$ cat src/include/icc_map.svh
// Offsets, field positions, reset values and fixed patterns of the card control block.
// Assumes inclusion by bare name from any file of the block.
`ifndef ICC_MAP_SVH
`define ICC_MAP_SVH

`define ICC_ADDR_PORT 12'h279
`define ICC_WDATA_PORT 12'hA79
`define ICC_RDPORT_HI 2'b00
`define ICC_RDPORT_LO 2'b11
`define ICC_RDPORT_RST 8'h00

`define ICC_IDX_RDPORT 8'h00
`define ICC_IDX_ISOL 8'h01
`define ICC_IDX_CMD 8'h02
`define ICC_IDX_WAKE 8'h03
`define ICC_IDX_RES 8'h04
`define ICC_IDX_STAT 8'h05
`define ICC_IDX_HANDLE 8'h06
`define ICC_IDX_LUN 8'h07
`define ICC_IDX_RST 8'h00

`define ICC_CMD_DEVRST 0
`define ICC_CMD_WAITKEY 1
`define ICC_CMD_CLRHANDLE 2
`define ICC_STAT_READY 0

`define ICC_HANDLE_RST 8'h00
`define ICC_LUN_VALUE 8'h00
`define ICC_KEY_SEED 8'h6A
`define ICC_KEY_LEN 32
`define ICC_ID_BITS 7'h48
`define ICC_ISO_FIRST 8'h55
`define ICC_ISO_SECOND 8'hAA
`define ICC_SENSE_FIRST 2'b01
`define ICC_SENSE_SECOND 2'b10

`endif

$ cat src/include/icc_pkg.sv
// Types shared by the card control block.
// Assumes nothing of its surroundings.
package icc_pkg;

  // Gray order along key wait, sleep, isolation, config
  typedef enum logic [1:0] {
    ICC_WAIT_KEY = 2'b00,
    ICC_SLEEP = 2'b01,
    ICC_ISOLATE = 2'b11,
    ICC_CONFIG = 2'b10
  } icc_state_t;

endpackage

$ cat src/include/icc_fetch_if.sv
// Link between the card controller and its storage fetch unit.
// Assumes both ends run on the same clock.
`timescale 1ns/10ps
interface icc_fetch_if;
  logic restart;
  logic take;
  logic ready;
  logic [7:0] data;

  modport ctrl (output restart, output take, input ready, input data);
  modport fetch (input restart, input take, output ready, output data);
endinterface

$ cat src/hdl/icc_card_ctrl.sv
// Card state machine and standard card control registers of an ISA card.
// Assumes decoded ISA strobes synchronous to clk and external serial storage.
//
// What this block does
// - Bus reset: key wait, handle zero, device defaults
// - Return-to-key command always reaches key wait
// - Index 0x00 write sets read port bits 9:2
// - Index 0x01 read compares one identifier bit
// - Command bit 0 resets logical device, keeps handle
// - Command bit 1 returns to key wait
// - Command bit 2 clears the card handle
// - Command register write-only, bits self-clear
// - Matching wake: zero to isolation, else config
// - Any wake write restarts the storage pointer
// - Index 0x04 read returns next resource byte
// - Status bit 0 shows resource byte ready
// - Index 0x06 read/write holds the card handle
// - Index 0x07 reads constant zero
// - Key only as uninterrupted address port writes
// - Drive 0x55/0xAA on one bit, else sense
// - Sensing card that sees both pairs drops out
`timescale 1ns/10ps
`include "icc_map.svh"
module icc_card_ctrl #(
  parameter int ADDR_W = 9,
  parameter int KEY_LEN = `ICC_KEY_LEN
) (
  input wire logic clk,
  input wire logic arst_n,
  input wire logic [11:0] ioAddr,
  input wire logic ioWrStb,
  input wire logic ioRdStb,
  input wire logic ioRdEnd,
  input wire logic [7:0] ioDataIn,
  output logic [7:0] ioDataOut,
  output logic ioDataOe,
  output logic memReq,
  output logic [ADDR_W-1:0] memAddr,
  input wire logic [7:0] memData,
  input wire logic memAck,
  output icc_pkg::icc_state_t cardState,
  output logic [7:0] cardHandle,
  output logic [9:0] readPortAddr,
  output logic ldReset
);

  // Reset release through two flops
  logic rstMeta_q;
  logic rstSync_q;

  always_ff @(posedge clk or negedge arst_n) begin
    if (!arst_n) begin
      rstMeta_q <= 1'b0;
      rstSync_q <= 1'b0;
    end else begin
      rstMeta_q <= 1'b1;
      rstSync_q <= rstMeta_q;
    end
  end

  wire logic rst_n = rstSync_q;

  // Port decode
  function automatic logic portHit(input logic [11:0] addr, input logic [11:0] port);
    portHit = (addr == port);
  endfunction

  logic [7:0] index_q;
  logic [7:0] rdPort_q;
  logic [11:0] rdPortFull;
  logic keyOk;
  logic addrWr;
  logic addrRd;
  logic dataWr;
  logic rdPortRd;
  logic regWr;
  logic inIso;
  logic inCfg;

  assign rdPortFull = {`ICC_RDPORT_HI, rdPort_q, `ICC_RDPORT_LO};
  assign addrWr = ioWrStb && portHit(ioAddr, `ICC_ADDR_PORT);
  assign addrRd = ioRdStb && portHit(ioAddr, `ICC_ADDR_PORT);
  assign dataWr = ioWrStb && portHit(ioAddr, `ICC_WDATA_PORT);
  assign rdPortRd = ioRdStb && portHit(ioAddr, rdPortFull) && cardState != icc_pkg::ICC_WAIT_KEY;
  assign regWr = dataWr && cardState != icc_pkg::ICC_WAIT_KEY;
  assign inIso = cardState == icc_pkg::ICC_ISOLATE;
  assign inCfg = cardState == icc_pkg::ICC_CONFIG;

  // Register write strobes
  logic cmdWr;
  logic wakeWr;
  logic wakeMatch;
  logic handleWr;
  logic portWr;

  assign cmdWr = regWr && index_q == `ICC_IDX_CMD;
  assign wakeWr = regWr && index_q == `ICC_IDX_WAKE;
  assign wakeMatch = wakeWr && ioDataIn == cardHandle;
  // Handle and read port only move once the card is picked out
  assign handleWr = regWr && index_q == `ICC_IDX_HANDLE && (inIso || inCfg);
  assign portWr = regWr && index_q == `ICC_IDX_RDPORT && (inIso || inCfg);

  icc_key_detect #(
    .KEY_LEN(KEY_LEN)
  ) u_key (
    .clk(clk),
    .rst_n(rst_n),
    .enable(cardState == icc_pkg::ICC_WAIT_KEY),
    .portWr(addrWr),
    .portRd(addrRd),
    .wrData(ioDataIn),
    .keyOk(keyOk)
  );

  icc_fetch_if fif ();

  icc_res_fetch #(
    .ADDR_W(ADDR_W)
  ) u_fetch (
    .clk(clk),
    .rst_n(rst_n),
    .fif(fif),
    .memReq(memReq),
    .memAddr(memAddr),
    .memData(memData),
    .memAck(memAck)
  );

  // Index register, only outside key wait so key writes do not disturb it
  always_ff @(posedge clk or negedge rst_n) begin
    if (!rst_n) begin
      index_q <= `ICC_IDX_RST;
    end else if (addrWr && cardState != icc_pkg::ICC_WAIT_KEY) begin
      index_q <= ioDataIn;
    end
  end

  // Read port location
  always_ff @(posedge clk or negedge rst_n) begin
    if (!rst_n) begin
      rdPort_q <= `ICC_RDPORT_RST;
    end else if (portWr) begin
      rdPort_q <= ioDataIn;
    end
  end

  always_ff @(posedge clk or negedge rst_n) begin
    if (!rst_n) begin
      readPortAddr <= {`ICC_RDPORT_RST, `ICC_RDPORT_LO};
    end else begin
      readPortAddr <= rdPortFull[9:0];
    end
  end

  // Card handle
  always_ff @(posedge clk or negedge rst_n) begin
    if (!rst_n) begin
      cardHandle <= `ICC_HANDLE_RST;
    end else if (cmdWr && ioDataIn[`ICC_CMD_CLRHANDLE]) begin
      cardHandle <= `ICC_HANDLE_RST;
    end else if (handleWr) begin
      cardHandle <= ioDataIn;
    end
  end

  // Logical device reset; high through reset and one cycle after it
  always_ff @(posedge clk or negedge rst_n) begin
    if (!rst_n) begin
      ldReset <= 1'b1;
    end else begin
      // Command bits act as pulses and are never stored
      ldReset <= cmdWr && ioDataIn[`ICC_CMD_DEVRST];
    end
  end

  // Isolation engine
  logic [2:0] bitIdx_q;
  logic [6:0] bitCnt_q;
  logic second_q;
  logic drive_q;
  logic sawFirst_q;
  logic isoPend_q;
  logic lose;
  logic isoTake;
  logic resTake;
  logic curBit;
  logic isoRd;

  // A byte not yet fetched reads as zero bits; host pacing avoids this
  assign curBit = fif.ready && fif.data[bitIdx_q];
  assign isoRd = rdPortRd && inIso && index_q == `ICC_IDX_ISOL && bitCnt_q < `ICC_ID_BITS;

  always_ff @(posedge clk or negedge rst_n) begin
    if (!rst_n) begin
      isoPend_q <= 1'b0;
    end else if (isoRd) begin
      isoPend_q <= 1'b1;
    end else if (ioRdEnd) begin
      isoPend_q <= 1'b0;
    end
  end

  always_ff @(posedge clk or negedge rst_n) begin
    if (!rst_n) begin
      bitIdx_q <= 3'h0;
      bitCnt_q <= 7'h00;
      second_q <= 1'b0;
      drive_q <= 1'b0;
      sawFirst_q <= 1'b0;
    end else if (!inIso) begin
      bitIdx_q <= 3'h0;
      bitCnt_q <= 7'h00;
      second_q <= 1'b0;
      drive_q <= 1'b0;
      sawFirst_q <= 1'b0;
    end else if (isoRd && !second_q) begin
      drive_q <= curBit;
    end else if (isoPend_q && ioRdEnd) begin
      if (!second_q) begin
        second_q <= 1'b1;
        sawFirst_q <= ioDataIn[1:0] == `ICC_SENSE_FIRST;
      end else begin
        second_q <= 1'b0;
        if (!lose) begin
          bitIdx_q <= bitIdx_q + 3'h1;
          bitCnt_q <= bitCnt_q + 7'h01;
        end
      end
    end
  end

  assign lose = inIso && isoPend_q && ioRdEnd && second_q && !drive_q && sawFirst_q
    && ioDataIn[1:0] == `ICC_SENSE_SECOND;
  assign isoTake = inIso && isoPend_q && ioRdEnd && second_q && !lose && bitIdx_q == 3'h7;

  // Storage pointer control
  assign fif.restart = wakeWr;
  assign fif.take = isoTake || resTake;

  // Card state machine
  always_ff @(posedge clk or negedge rst_n) begin
    if (!rst_n) begin
      cardState <= icc_pkg::ICC_WAIT_KEY;
    end else if (cmdWr && ioDataIn[`ICC_CMD_WAITKEY]) begin
      cardState <= icc_pkg::ICC_WAIT_KEY;
    end else begin
      case (cardState)
        icc_pkg::ICC_WAIT_KEY: begin
          if (keyOk) begin
            cardState <= icc_pkg::ICC_SLEEP;
          end
        end
        icc_pkg::ICC_SLEEP: begin
          if (wakeMatch) begin
            cardState <= (ioDataIn == 8'h00) ? icc_pkg::ICC_ISOLATE : icc_pkg::ICC_CONFIG;
          end
        end
        icc_pkg::ICC_ISOLATE: begin
          if (lose) begin
            cardState <= icc_pkg::ICC_SLEEP;
          end else if (handleWr) begin
            cardState <= icc_pkg::ICC_CONFIG;
          end else if (wakeWr && !wakeMatch) begin
            cardState <= icc_pkg::ICC_SLEEP;
          end
        end
        icc_pkg::ICC_CONFIG: begin
          if (wakeWr && !wakeMatch) begin
            cardState <= icc_pkg::ICC_SLEEP;
          end
        end
        default: begin
          cardState <= icc_pkg::ICC_WAIT_KEY;
        end
      endcase
    end
  end

  // Read answer selection
  logic rdDrive;
  logic [7:0] rdValue;

  always_comb begin
    rdDrive = 1'b0;
    rdValue = 8'h00;
    resTake = 1'b0;
    if (rdPortRd) begin
      case (index_q)
        `ICC_IDX_ISOL: begin
          // Full byte is driven though only D[1:0] are sensed by others
          if (isoRd && (second_q ? drive_q : curBit)) begin
            rdDrive = 1'b1;
            rdValue = second_q ? `ICC_ISO_SECOND : `ICC_ISO_FIRST;
          end
        end
        `ICC_IDX_RES: begin
          if (inCfg) begin
            rdDrive = 1'b1;
            rdValue = fif.data;
            resTake = fif.ready;
          end
        end
        `ICC_IDX_STAT: begin
          if (inCfg) begin
            rdDrive = 1'b1;
            rdValue[`ICC_STAT_READY] = fif.ready;
          end
        end
        `ICC_IDX_HANDLE: begin
          if (inCfg) begin
            rdDrive = 1'b1;
            rdValue = cardHandle;
          end
        end
        `ICC_IDX_LUN: begin
          if (inCfg) begin
            rdDrive = 1'b1;
            rdValue = `ICC_LUN_VALUE;
          end
        end
        default: begin
          // Index 0x00, the write-only command and wake, and unknown indexes stay off the bus
          rdDrive = 1'b0;
        end
      endcase
    end
  end

  // Bus driver held from the cycle after the read strobe to the end strobe
  always_ff @(posedge clk or negedge rst_n) begin
    if (!rst_n) begin
      ioDataOe <= 1'b0;
      ioDataOut <= 8'h00;
    end else if (rdDrive) begin
      ioDataOe <= 1'b1;
      ioDataOut <= rdValue;
    end else if (ioRdEnd) begin
      ioDataOe <= 1'b0;
      ioDataOut <= 8'h00;
    end
  end

endmodule // icc_card_ctrl

$ cat src/hdl/icc_key_detect.sv
// Initiation key checker for the address port.
// Assumes one-cycle write and read strobes already decoded for that port.
`timescale 1ns/10ps
`include "icc_map.svh"
module icc_key_detect #(
  parameter int KEY_LEN = `ICC_KEY_LEN
) (
  input wire logic clk,
  input wire logic rst_n,
  input wire logic enable,
  input wire logic portWr,
  input wire logic portRd,
  input wire logic [7:0] wrData,
  output logic keyOk
);

  initial begin
    if (KEY_LEN < 2 || KEY_LEN > 63) begin
      $error("icc_key_detect: KEY_LEN out of range");
    end
  end

  localparam logic [5:0] LAST = 6'(KEY_LEN - 1);

  logic [7:0] expect_q;
  logic [5:0] count_q;

  function automatic logic [7:0] nextKey(input logic [7:0] cur);
    nextKey = {cur[1] ^ cur[0], cur[7:1]};
  endfunction

  always_ff @(posedge clk or negedge rst_n) begin
    if (!rst_n) begin
      expect_q <= `ICC_KEY_SEED;
      count_q <= 6'h00;
      keyOk <= 1'b0;
    end else begin
      keyOk <= 1'b0;
      if (!enable || portRd) begin
        expect_q <= `ICC_KEY_SEED;
        count_q <= 6'h00;
      end else if (portWr) begin
        if (wrData == expect_q) begin
          if (count_q == LAST) begin
            keyOk <= 1'b1;
            expect_q <= `ICC_KEY_SEED;
            count_q <= 6'h00;
          end else begin
            expect_q <= nextKey(expect_q);
            count_q <= count_q + 6'h01;
          end
        end else if (wrData == `ICC_KEY_SEED) begin
          // A broken sequence may itself be the start of a fresh key
          expect_q <= nextKey(`ICC_KEY_SEED);
          count_q <= 6'h01;
        end else begin
          expect_q <= `ICC_KEY_SEED;
          count_q <= 6'h00;
        end
      end
    end
  end

endmodule // icc_key_detect

$ cat src/hdl/icc_res_fetch.sv
// Sequential byte reader for the serial identifier and resource data.
// Assumes storage holding memReq until one memAck pulse with memData.
`timescale 1ns/10ps
`include "icc_map.svh"
module icc_res_fetch #(
  parameter int ADDR_W = 9
) (
  input wire logic clk,
  input wire logic rst_n,
  icc_fetch_if.fetch fif,
  output logic memReq,
  output logic [ADDR_W-1:0] memAddr,
  input wire logic [7:0] memData,
  input wire logic memAck
);

  initial begin
    if (ADDR_W < 4 || ADDR_W > 16) begin
      $error("icc_res_fetch: ADDR_W out of range");
    end
  end

  logic redo_q;
  logic ready_q;
  logic [7:0] data_q;

  assign fif.ready = ready_q;
  assign fif.data = data_q;

  always_ff @(posedge clk or negedge rst_n) begin
    if (!rst_n) begin
      memReq <= 1'b1;
      memAddr <= '0;
      redo_q <= 1'b0;
      ready_q <= 1'b0;
      data_q <= 8'h00;
    end else if (fif.restart) begin
      memAddr <= '0;
      ready_q <= 1'b0;
      // An answer already on its way belongs to the old pointer
      redo_q <= memReq;
      memReq <= 1'b1;
    end else if (memReq && memAck) begin
      if (redo_q) begin
        redo_q <= 1'b0;
      end else begin
        memReq <= 1'b0;
        ready_q <= 1'b1;
        data_q <= memData;
      end
    end else if (fif.take && ready_q) begin
      ready_q <= 1'b0;
      memAddr <= memAddr + 1'b1;
      memReq <= 1'b1;
    end
  end

endmodule // icc_res_fetch

$ cat config.mk
export PLATFORM = sky130hd
export DESIGN_NAME = icc_card_ctrl
export DESIGN_NICKNAME = d
export VERILOG_FILES = /design/src/include/icc_pkg.sv /design/src/include/icc_fetch_if.sv /design/src/hdl/icc_card_ctrl.sv /design/src/hdl/icc_key_detect.sv /design/src/hdl/icc_res_fetch.sv
export VERILOG_INCLUDE_DIRS = /design/src /design/src/include
export SDC_FILE = /design/constraint.sdc
export NUM_CORES = 1
export LEC_CHECK = 0
export BUFFER_PORTS_ARGS = -buffer_cell sky130_fd_sc_hd__buf_2
export CAP_MARGIN = 20
export CORE_AREA = 2 2 120 151
export CTS_CLUSTER_DIAMETER = 120
export DETAILED_ROUTE_END_ITERATION = 8
export DIE_AREA = 0 0 122 153
export PLACE_DENSITY = 0.48
export SYNTH_ARGS = -nofsm -noshare
export SYNTH_HDL_FRONTEND = slang
export SYNTH_SLANG_ARGS = --single-unit
$ cat constraint.sdc
create_clock -name clk -period 3.8 [get_ports clk]
set_input_delay 0.76 -clock clk [delete_from_list [all_inputs] [get_ports clk]]
set_output_delay 0.76 -clock clk [all_outputs]
set_load 0.1 [all_outputs]
==> results_dict.tcl, run 1 <==
set metrics [dict create \
    status "completed" \
    grt_pass1_vias 4207 \
    gp_congestion 0.818 \
    start_util_pct 29.6 \
    synth_area_leaders "dfrtp_1 44%, mux2_2 5.7%, xor2_1 3.6%" \
    drive_above_1_share_pct 24.7 \
    grt_usage_pct 15.5 \
    final_antenna_net_count 0 \
    viasPerCell 5.13 \
    reg2reg_to "u_fetch.redo_q$_DFFE_PN0P_" \
    io_pins 74 \
    yosysUniqueCellTypes 69 \
    rows 54 \
    fin_crit_ns 2.73 \
    synth-seq-cells 95 \
    critPathRequiredTime_ns 4.00 \
    die_w_um 122 \
    setup_viol 0 \
    clock-sinks 95 \
    antenna_found_initial 0 \
    critical_path_arrival_ns 2.93 \
    tns_ns 0 \
    synth_warnings 0 \
    synthCells 506 \
    post-route-period-util_pct 71.9 \
    post_cts.repair.setup_buffers 0 \
    rsz0062_at_grt "false" \
    core-area_um2 17200 \
    n_antenna_cell 0 \
    clk_pin_slew_worst_paths_ns 0.07 \
    pwr_density_cell_nw_per_um2 334 \
    hold_viol_final 0 \
    route.detailed.drc 0 \
    grt_max_degree 73 \
    synth-seq-area-share_pct 46.7 \
    die_y_um 153 \
    htreeDepth 3 \
    drt_first_pass_iters 5 \
    syn_area_per_cell_um2 10.1 \
    fin_worst_skew_ns 0.00765 \
    final_cell_mix "88 x dfrtp_1, 71 x buf_2, 43 x nor2_1, 41 x nand2_1, 35 x o21ai_0" \
    ctsResizeCount 0 \
    port_buffers 71 \
    fp.dieArea_um2 18700 \
    mostFrequentLayoutCell "dfrtp_1" \
    route.detailed.wl_per_inst_um 17.4 \
    critPathCapture "u_fetch.redo_q$_DFFE_PN0P_" \
    synth_edf_count 0 \
    crit_type "reg2reg" \
    fmax_mhz 366 \
    cts-root-buf "clkbuf_16" \
    dpl_cell_area_um2 5630 \
    synth-main-ff-cell "dfrtp_1" \
    slew_viol_final 0 \
    maxCapViolCount 0 \
    start_kind "register" \
    cts_hold_buf 0 \
    synth_top_area_cell "dfrtp_1" \
    n_fill_cell 1774 \
    r2r-start "index_q[3]$_DFFE_PN0P_" \
    reg2reg_depth 5 \
    path_max_fanout 13 \
    dp_hpwl_um 10400 \
    drt-initial-drc-count 244 \
    relSlewSlack_pct 35.0 \
    startpoint "index_q[3]$_DFFE_PN0P_" \
    fin_area_um2 5920 \
    grt_pass1_wl_um 22500 \
    cp-end-kind "register" \
    r2r_slack_ns 1.07 \
    cts_tree "built" \
    synthArstFlopShare_pct 100 \
    cts_buffer_depth 2 \
    clk_latency_ns 0.35 \
    power.leakage_nw 2.63 \
    syn_area_um2 5100 \
    worst_slew_pin_slew_ns 0.974 \
    cts_inserted_buffers 9 \
    wl_um 13900 \
    irDropWorstVdd_mv 0.153 \
    area_growth_pct 16.0 \
    overflow 0 \
    synth_top_area_share_pct 43.6 \
    nets 605 \
    hp-class "in2async" \
    vias 4077 \
]
==> worst min path at each step <==
stage                               end  cells after the start  slack [ns]
floorplan           rstSync_q$_DFF_PN0_                      0        0.33
global placement    rstSync_q$_DFF_PN0_                      0        0.34
detailed placement  rstSync_q$_DFF_PN0_                      0        0.34
CTS                 rstSync_q$_DFF_PN0_                      1        0.17
global route        rstSync_q$_DFF_PN0_                      1        0.17
finish              rstSync_q$_DFF_PN0_                      1        0.19
==> logic make-up (layout without fill, tap and decap cells) <==
logic type / count (synthesis) / count (layout) / share of synthesized area [%]
and+or+nand+nor: 191 / 191 / 21.7
AOI/OAI and AO/OA: 109 / 109 / 13.6
DFF: 95 / 95 / 46.7
muxes: 40 / 40 / 8.48
buffers and inverters: 36 / 99 / 3.24
xor gates and xnor gates: 29 / 29 / 4.98
adders and majority gates: 5 / 5 / 1.23
other: 1 / 3 / 0.0735
==> flip-flops by register name (all words and copies together) (netlist names), 2 cells and up <==
name and cells:
bitCnt_q 7, bitIdx_q 3, cardHandle 8, cardState 2, index_q 8, ioDataOut 8, rdPort_q 8, readPortAddr 8
u_fetch.fif.data 8, u_fetch.memAddr 9, u_key.count_q 6, u_key.expect_q 8
==> metal layers <==
metal	global-route usage (%)	up-vias	wire length, um
li1	-	1959	-
met1	18.4	2045	5890
met2	27.6	60	7400
met3	2.69	13	340
met4	5.58	0	215
met5	0	-	0
==> power by group <==
| part | internal, mW | leakage (nW) | switching, mW |
|---|---|---|---|
| clock | 0.477 | 0.134 | 0.387 |
| combinational | 0.0269 | 1.22 | 0.0542 |
| sequential | 1.01 | 1.28 | 0.0164 |
==> through the flow <==
stage | util (%) | power (mW) | setup slack (ns) | cells | hold WS (ns)
floorplan | - | 1.09 | 0.968 | 508 | 0.331
global placement | 32.7 | 1.13 | 0.799 | 779 | 0.337
detailed placement | 32.7 | 1.13 | 0.729 | 779 | 0.336
CTS | 34.4 | 2.01 | 1.07 | 795 | 0.173
global route | 34.4 | 2.06 | 0.892 | 795 | 0.173
finish | 34.4 | 1.97 | 1.07 | 795 | 0.188
==> final cells by class <==
class	count	area [um2]	share of cell area, %
multi-input combinational	377	2560	43.3
clock inverter	5	32.5	0.550
timing repair buffer	72	363	6.13
tap	224	280	4.74
inverter	11	41.3	0.698
clock buffer	11	253	4.27
sequential	95	2390	40.4
==> synthesized netlist by cell type (4+ instances only) <==
library cell,n
dfrtp_1,89
nor2_1,43
nand2_1,41
o21ai_0,35
a21oi_1,27
mux2_2,26
xor2_1,21
clkbuf_1,14
mux2i_1,14
nand3b_1,12
inv_1,11
nand4_1,11
and3_1,10
nand3_1,10
nor3_1,10
nor4_1,8
o21ai_1,8
xnor2_1,8
a22o_1,6
and2_1,6
dfstp_2,6
o31ai_1,6
buf_4,5
ha_1,5
or4_1,5
and4_1,4
o2111ai_1,4
or3_1,4
==> worst max-delay path: stages, from the launching register on <==
cell and delay (ns):
dfrtp_1 0.38, nor3_1 0.30, and2_1 0.35, nand4_1 0.52, nor3b_2 0.85, o21ai_0 0.19
No activity file was read; power rests on OpenSTA's default activity.
==> run 2: changes to the inputs <==
ABC_AREA = 1   (was default)
CORE_AREA = 2 2 123 154   (was 2 2 120 151)
DIE_AREA = 0 0 125 156   (was 0 0 122 153)
PLACE_DENSITY = 0.49   (was 0.48)
clock period = 2.35 ns   (was 3.8 ns; I/O delays follow)
==> results_dict.tcl, run 2 <==
set metrics [dict create \
    cts_tree "built" \
    fin_crit_ns 1.97 \
    final_antenna_net_count 0 \
    irDropWorstVdd_mv 0.313 \
    yosys.area_share.adder_pct 1.18 \
    synth_compound_area_share_pct 8.22 \
    mostFrequentLayoutCell "nand2_1" \
    dp_hpwl_um 10800 \
    route.detailed.drc 0 \
    fin_worst_skew_ns 0.00987 \
    fin_area_um2 6330 \
    yosysUniqueCellTypes 40 \
    power.leakage_nw 3.24 \
    nets 810 \
    synth_edf_count 0 \
    reg2reg_to "ioDataOut[3]$_DFFE_PN0P_" \
    status "completed" \
    r2r-start "index_q[0]$_DFFE_PN0P_" \
    crit_type "reg2reg" \
    yosysMostFrequentCell "nand2_1" \
    path_max_fanout 9 \
    synth_commonest_cells "207 x nand2_1, 89 x dfrtp_1, 65 x inv_1" \
    port_buffers 71 \
    viasPerCell 4.57 \
    grt_usage_pct 14.8 \
    cts_buffer_depth 2 \
    synthArstFlopShare_pct 100 \
    pwr_density_cell_nw_per_um2 647 \
    dpl_cell_area_um2 6020 \
    synth-seq-cells 95 \
    post_cts.repair.setup_buffers 0 \
    grt_pass1_wl_um 23100 \
    area_growth_pct 19.2 \
    syn_area_um2 5310 \
    die_w_um 125 \
    internal-power_mw 2.75 \
    synth_mux_area_share_pct 0 \
    die_y_um 156 \
    switchingPower_mw 1.35 \
    synth_top_area_share_pct 41.9 \
    cts_hold_buf 1 \
    synthCells 681 \
    critical_path_arrival_ns 2.21 \
    hold_viol_final 0 \
    wl_um 14100 \
    htreeDepth 3 \
    clk_pin_slew_worst_paths_ns 0.08 \
    synth-main-ff-cell "dfrtp_1" \
    max_flop_register "u_fetch.memAddr" \
    pwr-share-seq_pct 41.3 \
    synthSimpleGateAreaFrac_pct 34.2 \
    finalPower_mw 4.09 \
    overflow 0 \
    drt-initial-drc-count 215 \
    pwr-share-comb_pct 21.1 \
    post-route-period-util_pct 83.8 \
    synth_top_area_cell "dfrtp_1" \
    syn_area_per_cell_um2 7.80 \
    critPathRequiredTime_ns 2.59 \
    p_sw_share_pct 32.9 \
    clock_power_share_pct 37.6 \
    synth_area_leaders "dfrtp_1 42%, nand2_1 15%, inv_1 4.6%" \
    maxCapViolCount 0 \
    synth_warnings 0 \
    start_kind "register" \
    clock-sinks 95 \
    hp-class "reg2async" \
    reg2reg_depth 9 \
    fp.dieArea_um2 19500 \
    yosys.area_share.xor_xnor_pct 4.29 \
    gp_congestion 0.812 \
    synth-seq-area-share_pct 44.9 \
    drive_above_1_share_pct 21.5 \
    slew_viol_final 0 \
    final_cell_mix "207 x nand2_1, 87 x dfrtp_1, 71 x buf_2, 65 x inv_1, 61 x nor2_1" \
    start_util_pct 29.5 \
    core-area_um2 18000 \
    n_antenna_cell 0 \
    largest_reg_flops 9 \
    io_pins 74 \
    antenna_found_initial 0 \
    grt_max_degree 52 \
    cts-root-buf "clkbuf_16" \
    grt_pass1_vias 4447 \
    rows 55 \
    r2r_slack_ns 0.38 \
    fmax_mhz 508 \
    cp-end-kind "register" \
    vias 4589 \
    rsz0062_at_grt "false" \
    route.detailed.wl_per_inst_um 14.1 \
    ctsResizeCount 0 \
    cts_inserted_buffers 9 \
    setup_viol 0 \
    tns_ns 0 \
    synth_top_family_by_area "simple AND/OR/NAND/NOR gates" \
    drt_first_pass_iters 4 \
    clk_latency_ns 0.35 \
]
-- run 2: cell count changes after synthesis, sizes merged, moves of 8 or more --
cell / before / now
nand4: 12 / 22
inv: 11 / 75
clkbuf: 14 / 1
mux2: 26 / 0
a21oi: 29 / 19
nand2: 42 / 220
nand3b: 12 / 4
nor2: 43 / 76
nand3: 10 / 45
mux2i: 14 / 0
and3: 11 / 0
-- run 2: cell families after synthesis --
family,Yosys count
xor+xnor,26
simple gates,387
flops,95
compound gates,79
fa+ha+maj,5
other cells,1
buf+inv,88
-- run 2: critical path, stage by stage, from the launching register on --
cell     delay [ns]
dfrtp_1        0.56
nand2_1        0.12
nor2_1         0.18
nand3_1        0.10
nor2_1         0.22
nand4_2        0.23
nand3_4        0.20
nand2_4        0.11
nand3_1        0.10
nand2_1        0.05
-- run 2: final cells by class --
class | instances | area (um2)
fill | 1957 | 11700
multi-input combinational | 500 | 2560
sequential | 95 | 2390
timing repair buffer | 89 | 505
inverter | 76 | 290
tap | 228 | 285
clock buffer | 12 | 246
clock inverter | 4 | 56.3
-- run 2: stage by stage --
| stage | setup WS (ns) | std cells | utilization (%) | hold WS, ns |
|---|---|---|---|---|
| 6_report | 0.381 | 1004 | 35.1 | 0.215 |
| 5_1_grt | 0.170 | 1004 | 35.1 | 0.242 |
| 4_1_cts | 0.361 | 1004 | 35.1 | 0.235 |
| 3_5_place_dp | 0.174 | 987 | 33.4 | 0.236 |
| 3_3_place_gp | 0.196 | 987 | 33.4 | 0.235 |
| 2_1_floorplan | 0.0162 | 683 | - | 0.174 |
-- run 2: worst max path at each step --
stage / startpoint / end / slack, ns
after global placement: ioAddr[1] / rdPort_q[6]$_DFFE_PN0P_ / 0.20
after floorplan: cardState[1]$_DFFE_PN0P_ / u_fetch.memAddr[7]$_DFFE_PN0P_ / 0.02
after CTS: cardState[1]$_DFFE_PN0P_ / u_fetch.memAddr[4]$_DFFE_PN0P_ / 0.36
after global routing: index_q[7]$_DFFE_PN0P_ / u_fetch.memAddr[8]$_DFFE_PN0P_ / 0.17
final: index_q[0]$_DFFE_PN0P_ / ioDataOut[3]$_DFFE_PN0P_ / 0.38
after detailed placement: ioAddr[1] / rdPort_q[3]$_DFFE_PN0P_ / 0.17
-- run 2: layer usage --
layer / vias to the layer above / part of all wire [%] / track usage, %
met5: - / 0 / 0
li1: 2369 / - / -
met1: 2125 / 47 / 19.3
met2: 79 / 48 / 24.9
met4: 0 / 1.6 / 5.03
met3: 16 / 3.9 / 2.64
-- run 2: power groups by stage --
stage          sequential (mW)  clock, mW  combinational, mW
2_1_floorplan             1.85          0              0.480
3_3_place_gp              1.72          0              0.888
3_5_place_dp              1.72          0              0.880
4_1_cts                   1.69       1.58              0.884
5_1_grt                   1.69       1.65              0.948
6_report                  1.69       1.54              0.865
